File: src/common/wdt_pkg.sv
// Shared constants and types for the window watchdog and its trigger source
package wdt_pkg;
    // Clock rate
    localparam int CLK_MHZ = 100;

    // Trigger glitch filter: least low time, rounded up to cycles
    localparam int T_TRIG_MIN_NS = 7000;
    localparam int TRIG_MIN_CYC_I = (T_TRIG_MIN_NS * CLK_MHZ + 999) / 1000;
    localparam int TRIG_W = 10;
    localparam logic [TRIG_W-1:0] TRIG_MIN_CYC = TRIG_MIN_CYC_I[TRIG_W-1:0];

    // Startup and watchdog reset length
    localparam int T_RESET_US = 4000;
    localparam int RESET_CYC_I = T_RESET_US * CLK_MHZ;
    localparam int CYC_W = 19;
    localparam logic [CYC_W-1:0] RESET_CYC = RESET_CYC_I[CYC_W-1:0];

    // Watchdog intervals in oscillator periods
    localparam int OSC_W = 12;
    localparam logic [OSC_W-1:0] LEAD_OSC = 12'hF6C;
    localparam logic [OSC_W-1:0] CLOSED_OSC = 12'h20F;
    localparam logic [OSC_W-1:0] OPEN_OSC = 12'h229;

    // Fallback oscillator divider, deliberately far off any valid period
    localparam int FB_W = 8;
    localparam logic [FB_W-1:0] FALLBACK_DIV = 8'h10;

    // Host trigger pulse low time, safely above the filter
    localparam int HOST_W = 11;
    localparam logic [HOST_W-1:0] HOST_PULSE_CYC = 11'h320;

    typedef enum logic [2:0] {
        ST_POWER_OFF,
        ST_STARTUP,
        ST_LEAD,
        ST_CLOSED,
        ST_OPEN,
        ST_WDRESET,
        ST_OFF
    } wd_state_t;
endpackage

File: src/common/wd_link_if.sv
// Pin-level link between the watchdog device and the host controller
interface wd_link_if;
    logic watchdog_trigger_n;
    logic divider_strap_pin;
    logic reset_n_drv;
    logic reset_oe_n;
    logic reset_n;

    // Open drain with pull-up: low only while the device drives it
    assign reset_n = reset_oe_n ? 1'b1 : reset_n_drv;

    modport device (
        input watchdog_trigger_n,
        input divider_strap_pin,
        input reset_n,
        output reset_n_drv,
        output reset_oe_n
    );

    modport host (
        output watchdog_trigger_n,
        output divider_strap_pin,
        input reset_n
    );
endinterface

File: src/rtl/wd_device.sv
// Window watchdog with startup reset, disable logic and regulator thermal flag
module wd_device #(
    parameter logic [wdt_pkg::CYC_W-1:0] RESET_CYC = wdt_pkg::RESET_CYC
) (
    input wire logic clock_i,
    input wire logic reset_n_i,
    wd_link_if.device link,
    input wire logic wd_osc_tick_i,
    input wire logic osc_fault_i,
    input wire logic sleep_i,
    input wire logic thermal_shutdown_i,
    input wire logic overtemp_prewarn_i,
    input wire logic overtemp_clear_i,
    input wire logic cfg_write_i,
    input wire logic cfg_wdd_i,
    output logic regulator_on_o,
    output logic low_power_ok_o,
    output logic watchdog_disable_bit_o,
    output logic regulator_overtemp_flag_o,
    output logic overtemp_irq_o,
    output logic watchdog_reset_o,
    output logic [2:0] state_o
);
    typedef struct packed {
        wdt_pkg::wd_state_t st;
        logic [wdt_pkg::OSC_W-1:0] osc_cnt;
        logic [wdt_pkg::CYC_W-1:0] cyc_cnt;
        logic [wdt_pkg::TRIG_W-1:0] trig_cnt;
        logic [wdt_pkg::FB_W-1:0] fb_cnt;
        logic disable_bit;
        logic wdd_prev;
        logic strap_hi;
        logic prewarn_prev;
        logic ot_flag;
        logic ot_irq;
        logic rst_low;
        logic wd_rst;
    } dev_state_t;

    localparam dev_state_t RST_Q = '{
        st: wdt_pkg::ST_POWER_OFF,
        osc_cnt: '0,
        cyc_cnt: '0,
        trig_cnt: '0,
        fb_cnt: '0,
        disable_bit: 1'b0,
        wdd_prev: 1'b0,
        strap_hi: 1'b0,
        prewarn_prev: 1'b0,
        ot_flag: 1'b0,
        ot_irq: 1'b0,
        rst_low: 1'b1,
        wd_rst: 1'b0
    };

    dev_state_t q;
    dev_state_t d;
    logic tick;
    logic valid_trig;

    // True on the last oscillator period of an interval
    function automatic logic last_period(input logic [wdt_pkg::OSC_W-1:0] cnt,
                                         input logic [wdt_pkg::OSC_W-1:0] lim);
        last_period = (cnt == lim - 12'h001);
    endfunction

    // Next state
    always_comb begin
        d = q;
        // Fallback oscillator replaces a broken resistor; its period is far off, so windows never fit
        if (q.fb_cnt == wdt_pkg::FALLBACK_DIV - 8'h01) begin
            d.fb_cnt = '0;
        end else begin
            d.fb_cnt = q.fb_cnt + 8'h01;
        end
        tick = osc_fault_i ? (q.fb_cnt == wdt_pkg::FALLBACK_DIV - 8'h01) : wd_osc_tick_i;
        if (tick) begin
            d.osc_cnt = q.osc_cnt + 12'h001;
        end

        // Trigger counts once when the low level has lasted the least time
        valid_trig = ~link.watchdog_trigger_n && (q.trig_cnt == wdt_pkg::TRIG_MIN_CYC - 10'h001);
        if (link.watchdog_trigger_n) begin
            d.trig_cnt = '0;
        end else if (q.trig_cnt != wdt_pkg::TRIG_MIN_CYC) begin
            d.trig_cnt = q.trig_cnt + 10'h001;
        end

        // Disable bit: a one only takes effect when the previous word also wrote one
        if (cfg_write_i) begin
            d.wdd_prev = cfg_wdd_i;
            if (cfg_wdd_i && q.wdd_prev) begin
                d.disable_bit = 1'b1;
            end else if (!cfg_wdd_i) begin
                d.disable_bit = 1'b0;
            end
        end

        // Regulator prewarning: sticky flag, set wins over clear
        d.prewarn_prev = overtemp_prewarn_i;
        d.ot_irq = overtemp_prewarn_i && !q.prewarn_prev;
        d.ot_flag = (q.ot_flag && !overtemp_clear_i) || d.ot_irq;

        d.wd_rst = 1'b0;
        case (q.st)
            wdt_pkg::ST_POWER_OFF: begin
                if (!sleep_i && !thermal_shutdown_i) begin
                    d.st = wdt_pkg::ST_STARTUP;
                    d.cyc_cnt = '0;
                    d.strap_hi = 1'b1;
                end
            end
            wdt_pkg::ST_STARTUP: begin
                d.cyc_cnt = q.cyc_cnt + 19'h00001;
                d.strap_hi = q.strap_hi && link.divider_strap_pin;
                if (q.cyc_cnt == RESET_CYC - 19'h00001) begin
                    // Lead time starts exactly where the reset is released
                    d.st = wdt_pkg::ST_LEAD;
                    d.osc_cnt = '0;
                    if (d.strap_hi) begin
                        d.disable_bit = 1'b1;
                    end
                end
            end
            wdt_pkg::ST_LEAD: begin
                if (valid_trig) begin
                    d.st = wdt_pkg::ST_CLOSED;
                    d.osc_cnt = '0;
                end else if (tick && last_period(q.osc_cnt, wdt_pkg::LEAD_OSC)) begin
                    d.st = wdt_pkg::ST_WDRESET;
                    d.cyc_cnt = '0;
                    d.wd_rst = 1'b1;
                end
            end
            wdt_pkg::ST_CLOSED: begin
                if (valid_trig) begin
                    d.st = wdt_pkg::ST_WDRESET;
                    d.cyc_cnt = '0;
                    d.wd_rst = 1'b1;
                end else if (tick && last_period(q.osc_cnt, wdt_pkg::CLOSED_OSC)) begin
                    d.st = wdt_pkg::ST_OPEN;
                    d.osc_cnt = '0;
                end
            end
            wdt_pkg::ST_OPEN: begin
                if (valid_trig) begin
                    d.st = wdt_pkg::ST_CLOSED;
                    d.osc_cnt = '0;
                end else if (tick && last_period(q.osc_cnt, wdt_pkg::OPEN_OSC)) begin
                    d.st = wdt_pkg::ST_WDRESET;
                    d.cyc_cnt = '0;
                    d.wd_rst = 1'b1;
                end
            end
            wdt_pkg::ST_WDRESET: begin
                // Pulse length is fixed in clock time, independent of the oscillator
                d.cyc_cnt = q.cyc_cnt + 19'h00001;
                if (q.cyc_cnt == RESET_CYC - 19'h00001) begin
                    d.st = wdt_pkg::ST_LEAD;
                    d.osc_cnt = '0;
                end
            end
            wdt_pkg::ST_OFF: begin
                if (!q.disable_bit) begin
                    d.st = wdt_pkg::ST_LEAD;
                    d.osc_cnt = '0;
                end
            end
            default: begin
                d.st = wdt_pkg::ST_POWER_OFF;
            end
        endcase

        // Disable parks a running watchdog; a reset pulse already begun is completed
        if (d.disable_bit && (d.st == wdt_pkg::ST_LEAD || d.st == wdt_pkg::ST_CLOSED
                || d.st == wdt_pkg::ST_OPEN)) begin
            d.st = wdt_pkg::ST_OFF;
            d.wd_rst = 1'b0;
        end

        // Sleep or thermal shutdown drops the regulator; configuration is lost with it
        if (sleep_i || thermal_shutdown_i) begin
            d.st = wdt_pkg::ST_POWER_OFF;
            d.disable_bit = 1'b0;
            d.wdd_prev = 1'b0;
            d.wd_rst = 1'b0;
        end

        // Undervoltage and watchdog reset share one open-drain output
        d.rst_low = (d.st == wdt_pkg::ST_POWER_OFF) || (d.st == wdt_pkg::ST_STARTUP)
            || (d.st == wdt_pkg::ST_WDRESET);
    end

    // State register
    always_ff @(posedge clock_i or negedge reset_n_i) begin
        if (!reset_n_i) begin
            q <= RST_Q;
        end else begin
            q <= d;
        end
    end

    // Pin drive: never drives high, the pull-up does that
    assign link.reset_n_drv = 1'b0;
    assign link.reset_oe_n = ~q.rst_low;

    // Status outputs
    assign regulator_on_o = (q.st != wdt_pkg::ST_POWER_OFF);
    assign low_power_ok_o = q.disable_bit;
    assign watchdog_disable_bit_o = q.disable_bit;
    assign regulator_overtemp_flag_o = q.ot_flag;
    assign overtemp_irq_o = q.ot_irq;
    assign watchdog_reset_o = q.wd_rst;
    assign state_o = q.st;
endmodule

File: src/flat_wrapper.sv
// flat-port wrapper written by rule: the top's interface ports become plain ports
module wd_device_flat 
#(
    parameter logic [wdt_pkg::CYC_W-1:0] RESET_CYC = wdt_pkg::RESET_CYC
)
  (clock_i, reset_n_i, wd_osc_tick_i, osc_fault_i, sleep_i, thermal_shutdown_i, overtemp_prewarn_i, overtemp_clear_i, cfg_write_i, cfg_wdd_i, regulator_on_o, low_power_ok_o, watchdog_disable_bit_o, regulator_overtemp_flag_o, overtemp_irq_o, watchdog_reset_o, state_o, link_watchdog_trigger_n, link_divider_strap_pin, link_reset_n_drv, link_reset_oe_n);
  wd_link_if link_i ();
  input wire logic clock_i;
  input wire logic reset_n_i;
  input wire logic wd_osc_tick_i;
  input wire logic osc_fault_i;
  input wire logic sleep_i;
  input wire logic thermal_shutdown_i;
  input wire logic overtemp_prewarn_i;
  input wire logic overtemp_clear_i;
  input wire logic cfg_write_i;
  input wire logic cfg_wdd_i;
  output logic regulator_on_o;
  output logic low_power_ok_o;
  output logic watchdog_disable_bit_o;
  output logic regulator_overtemp_flag_o;
  output logic overtemp_irq_o;
  output logic watchdog_reset_o;
  output logic [2:0] state_o;
  input wire logic [$bits(link_i.watchdog_trigger_n)-1:0] link_watchdog_trigger_n;
  input wire logic [$bits(link_i.divider_strap_pin)-1:0] link_divider_strap_pin;
  output wire logic [$bits(link_i.reset_n_drv)-1:0] link_reset_n_drv;
  output wire logic [$bits(link_i.reset_oe_n)-1:0] link_reset_oe_n;
  assign link_i.watchdog_trigger_n = link_watchdog_trigger_n;
  assign link_i.divider_strap_pin = link_divider_strap_pin;
  assign link_reset_n_drv = link_i.reset_n_drv;
  assign link_reset_oe_n = link_i.reset_oe_n;
  wd_device #(.RESET_CYC(RESET_CYC)) u_core (.clock_i(clock_i), .reset_n_i(reset_n_i), .link(link_i), .wd_osc_tick_i(wd_osc_tick_i), .osc_fault_i(osc_fault_i), .sleep_i(sleep_i), .thermal_shutdown_i(thermal_shutdown_i), .overtemp_prewarn_i(overtemp_prewarn_i), .overtemp_clear_i(overtemp_clear_i), .cfg_write_i(cfg_write_i), .cfg_wdd_i(cfg_wdd_i), .regulator_on_o(regulator_on_o), .low_power_ok_o(low_power_ok_o), .watchdog_disable_bit_o(watchdog_disable_bit_o), .regulator_overtemp_flag_o(regulator_overtemp_flag_o), .overtemp_irq_o(overtemp_irq_o), .watchdog_reset_o(watchdog_reset_o), .state_o(state_o));
endmodule
File: config.mk
export PLATFORM = sky130hd
export DESIGN_NAME = wd_device_flat
export DESIGN_NICKNAME = d
export VERILOG_FILES = /design/src/common/wdt_pkg.sv /design/src/common/wd_link_if.sv /design/src/rtl/wd_device.sv /design/src/flat_wrapper.sv
export SDC_FILE = /design/constraint.sdc
export NUM_CORES = 1
export LEC_CHECK = 0
export ABC_AREA = 1
export BUFFER_PORTS_ARGS = -buffer_cell sky130_fd_sc_hd__buf_2
export CAP_MARGIN = 25
export CORE_MARGIN = 2
export CORE_UTILIZATION = 38
export DETAILED_ROUTE_END_ITERATION = 8
export PLACE_DENSITY = 0.51
export SYNTH_ARGS = -nofsm -noshare
export SYNTH_HDL_FRONTEND = slang
export SYNTH_SLANG_ARGS = --single-unit
File: constraint.sdc
create_clock -name clock_i -period 3.2 [get_ports clock_i]
set_input_delay 0.64 -clock clock_i [delete_from_list [all_inputs] [get_ports clock_i]]
set_output_delay 0.64 -clock clock_i [all_outputs]
set_load 0.03 [all_outputs]
After elaboration in Yosys (flattened, before gate mapping)
Index checks and enable logic that the tools add are counted.
{ "op_classes": {"n_addsub": 4, "n_eq_ne": 24, "mux": 44, "n_bitwise": 2, "reduce_logical": 31} }
{ "ops": {"columns": ["op", "count"], "rows": [
  ["$mux W19", 6],
  ["$pmux W19 S5", 1],
  ["$pmux W12 S4", 1],
  ["$mux W15", 3],
  ["$mux W12", 3],
  ["$eq A12 B10 Y1 const B", 2],
  ["$mux W3", 8],
  ["$mux W10", 2],
  ["$add A19 B1 Y19 const B", 1],
  ["$eq A19 B19 Y1 const B", 1],
  ["$pmux W3 S6", 1],
  ["$eq A3 B3 Y1 const B", 5],
  ["$mux W1", 14],
  ["$add A12 B1 Y12 const B", 1],
  ["$eq A12 B12 Y1 const B", 1],
  ["$eq A3 B2 Y1 const B", 4],
  ["$add A10 B1 Y10 const B", 1],
  ["$eq A10 B10 Y1 const B", 1],
  ["$logic_and A1 B1 Y1", 10],
  ["$ne A10 B10 Y1 const B", 1],
  ["$add A8 B1 Y8 const B", 1],
  ["$eq A8 B4 Y1 const B", 1],
  ["$mux W8", 1],
  ["$ne A2 B1 Y1 const B", 4],
  ["other kinds (15)", 31]
]} }
{ "word_totals": {"regBits": 60, "in_bits": 12, "output_inout_bits": 11, "elab_cells": 118} }

Depth between registers and ports, before layout
{ "logic_depth": {"ltp_word": 15, "depth_mapped": 16, "ltp_nobuf": 16} }

Worst setup path before layout
Ideal clock, no wire load.
{ "synth_path": {"kind": "register -> register", "from": "register u_core.q[26] (netlist bit)", "to": "register u_core.q, in the netlist u_core.state_o[0]", "setup_ps": 114, "t_arrival_ps": 1708, "required_ps": 3086, "path_slack_ps": 1377, "path_stages_with_launch": 17, "period_less_slack_ps": 1823, "cell_sequence": "dfrtp_1 -> ha_1 -> inv_1 -> nor2_4 -> nand2_4 -> nor2_4 -> nand2_2 -> nand2_2 -> nor2_2 -> nor2_2 -> nand2_2 -> clkinv_2 -> nand2_1 -> nand2_2 -> nand2_2 -> nand3_1 -> inv_1"} }
{ "synth_rtl": {"columns": ["item", "line_no", "text"], "rows": [
  ["start: declaration", "wd_device.sv:56", "dev_state_t q;"],
  ["start signal: assignment", "wd_device.sv:197", "q <= RST_Q;"],
  ["start signal: assignment", "wd_device.sv:199", "q <= d;"]
]} }

==> results.toml <==
[worst_hold_path]
hp-class = "in -> async"

[drt]
viasPerCell = 4.81
met1_length_um = 3610
route.vias.total = 2840
drtIter0Drc = 110
wl_per_cell_um = 11.8
wl_met3_um = 234
highest_layer = "met4"
drt_pass1_iterations = 4
wirelength_um = 6980
ant_nets = 0
drc = 0
wl_met2_um = 3030

[cells_and_area]
areaGrowthSynthToFinish_pct = 12.7
finish.utilization = 0.435
drive_gt1_frac = 0.163
final_cell_mix = "74 x nand2_1, 59 x dfrtp_1, 57 x inv_1, 56 x nor2_1, 30 x nand3_1"
nNetsFinal = 493
mostFrequentLayoutCell = "nand2_1"
antenna_cells = 0

[clocking]
post_cts_buffers = 0
cts-root-buf = "clkbuf_8"
clock_path_buffers = 2
cts_tree = "built"
clock-sinks = 60
htreeDepth = 3
clk_latency_ns = 0.34
cts_hold_buf = 0
clk_pin_slew_worst_paths_ns = 0.07
cts_resized = 0
cts_made_buffers = 9

[global_routing]
grt_pass1_wl_um = 12100
grt_pass1_vias = 2651
grt_max_degree = 37
antenna_found_initial = 0
grt.overflow.total = 0
grt_usage = 0.149

[placed_design]
io_buffers = 21
dp_hpwl_um = 5220
place_congestion = 0.800
pre_cts_ws_ns = 0.924

[floorplan]
start_util = 0.386
fp.dieH_um = 100
die-width_um = 100
die_area_um2 = 10100
rows = 35
core_area_um2 = 9150
ios = 23

[yosys]
seq_area_frac_synth = 0.425
synth_top_area_frac = 0.418
synth_cells = 447
synth_flop_cell = "dfrtp_1"
ys_seq_elements = 60
synth_fp_nets = 466
netlist_area_um2 = 3540
synthArstFlopShare = 1.00
synth_cell_types = 43
synth_warnings = 0
synth_edf_count = 0
ys_top_cells_by_area = "dfrtp_1 42%, nand2_1 7.9%, inv_1 6.1%"
yosysTopAreaCell = "dfrtp_1"
avgSynthCellArea_um2 = 7.91

[setup_path]
start_kind = "register"
reg2reg_depth = 10
required_ns = 3.41
crit_arrival_ns = 2.38
criticalPathCategory = "reg -> reg"
cp-end-kind = "register"
cp_max_fo = 10

[power_and_ir_drop]
power.share.clock = 0.436
power_density_nw_per_um2 = 457
p_int_uw = 1350
p_leak_uw = 0.00185
switching_share = 0.261
power.switching_uw = 475
p_comb_frac = 0.108
p_seq_frac = 0.456
peakVddDrop_uv = 145

[sta]
fin_crit_sh = 0.679
grt_setup_unrepaired = "no"
setup_tns_ns = 0
post-route-min-period_ns = 2.17
fin_skew_ns = 0.00885
setup_ws_ns = 1.03
setup_violations = 0
slew_viol_final = 0
worst_slew_pin_slew_ns = 0.568
fmax_mhz = 460
holdWs_ns = 0.282
relSlewSlack = 0.620
finalHoldViolations = 0

[status]
status = "finished, final reports clean"

[run]
maxCapViolations = 0
[sequential cells by signal (all words and copies together), names as in the netlist]
| signal | flops |
|---|---|
| u_core.watchdog_reset_o | 1 |
| u_core.state_o | 3 |
| u_core.q | 53 |
| u_core.overtemp_irq_o | 1 |
| u_core.low_power_ok_o | 1 |
| u_core.regulator_overtemp_flag_o | 1 |
[worst max-delay path, stage by stage, from the launching register on]
cell and delay [ns]:
dfrtp_1 0.44, ha_1 0.24, inv_1 0.11, nor2_4 0.19
nand2_4 0.08, nor2_4 0.12, nand2_2 0.08, nand2_2 0.09
nand4_1 0.17, nor2_2 0.41, nor3b_1 0.11
[logic make-up after synthesis]
logic type      after synthesis  share of synthesized area
simple gates                223                      0.308
buf+inv                      72                     0.0846
flops                        60                      0.425
compound gates               56                     0.0871
xor+xnor                     28                     0.0694
fa+ha+maj                     7                     0.0248
other cells                   1                    0.00106
[power by group through the flow]
stage,Sequential [µW],Clock (µW),Combinational [µW]
floorplan,842,0,139
global placement,844,0,198
detailed placement,844,0,202
CTS,831,821,201
global route,836,849,230
finish,831,794,197
[per-layer routing]
| metal | vias to the layer above | track usage |
|---|---|---|
| met5 | - | 0 |
| met4 | 0 | 0.0537 |
| met3 | 10 | 0.0361 |
| met2 | 34 | 0.227 |
| met1 | 1302 | 0.207 |
| li1 | 1494 | - |
[cells in the mapped netlist (all sizes together) (2+ instances only)]
cell / n
xor2: 22
nand2: 85
o22ai: 2
ha: 7
nor3: 14
a21oi: 19
xnor2: 6
dfrtp: 59
clkinv: 2
a211oi: 2
inv: 61
clkbuf: 2
or2: 2
nand4: 18
nor2: 68
o21ai: 28
buf: 7
nor3b: 2
nand3: 31
[layout make-up]
class	instances	area, µm²
fill	914	5170
multi-input combinational	315	1730
sequential	60	1500
inverter	63	238
clock buffer	11	151
tap	111	139
timing repair buffer	25	135
clock inverter	5	83.8
[metrics by stage]
step | cells | cell area [µm²] | total power, µW
3_3_place_gp | 574 | 3750 | 1040
4_1_cts | 590 | 3980 | 1850
5_1_grt | 590 | 3980 | 1910
2_1_floorplan | 447 | 3540 | 981
6_report | 590 | 3980 | 1820
3_5_place_dp | 574 | 3750 | 1050
[path summary, 6_finish.rpt]
kind / from / to / slack [ns]
min in group clock_i: overtemp_prewarn_i / u_core.q[4]$_DFF_PN0_ / 0.41
max reg2reg: u_core.q[26]$_DFFE_PN0P_ / u_core.q[52]$_DFF_PN0_ / 1.03
max: u_core.q[26]$_DFFE_PN0P_ / u_core.q[52]$_DFF_PN0_ / 1.03
max in group asynchronous: reset_n_i / u_core.q[24]$_DFFE_PN0P_ / 2.53
min reg2reg: u_core.q[4]$_DFF_PN0_ / u_core.overtemp_irq_o$_DFF_PN0_ / 0.43
min: reset_n_i / u_core.q[33]$_DFFE_PN0P_ / 0.28
No activity file was read; power rests on OpenSTA's default activity.
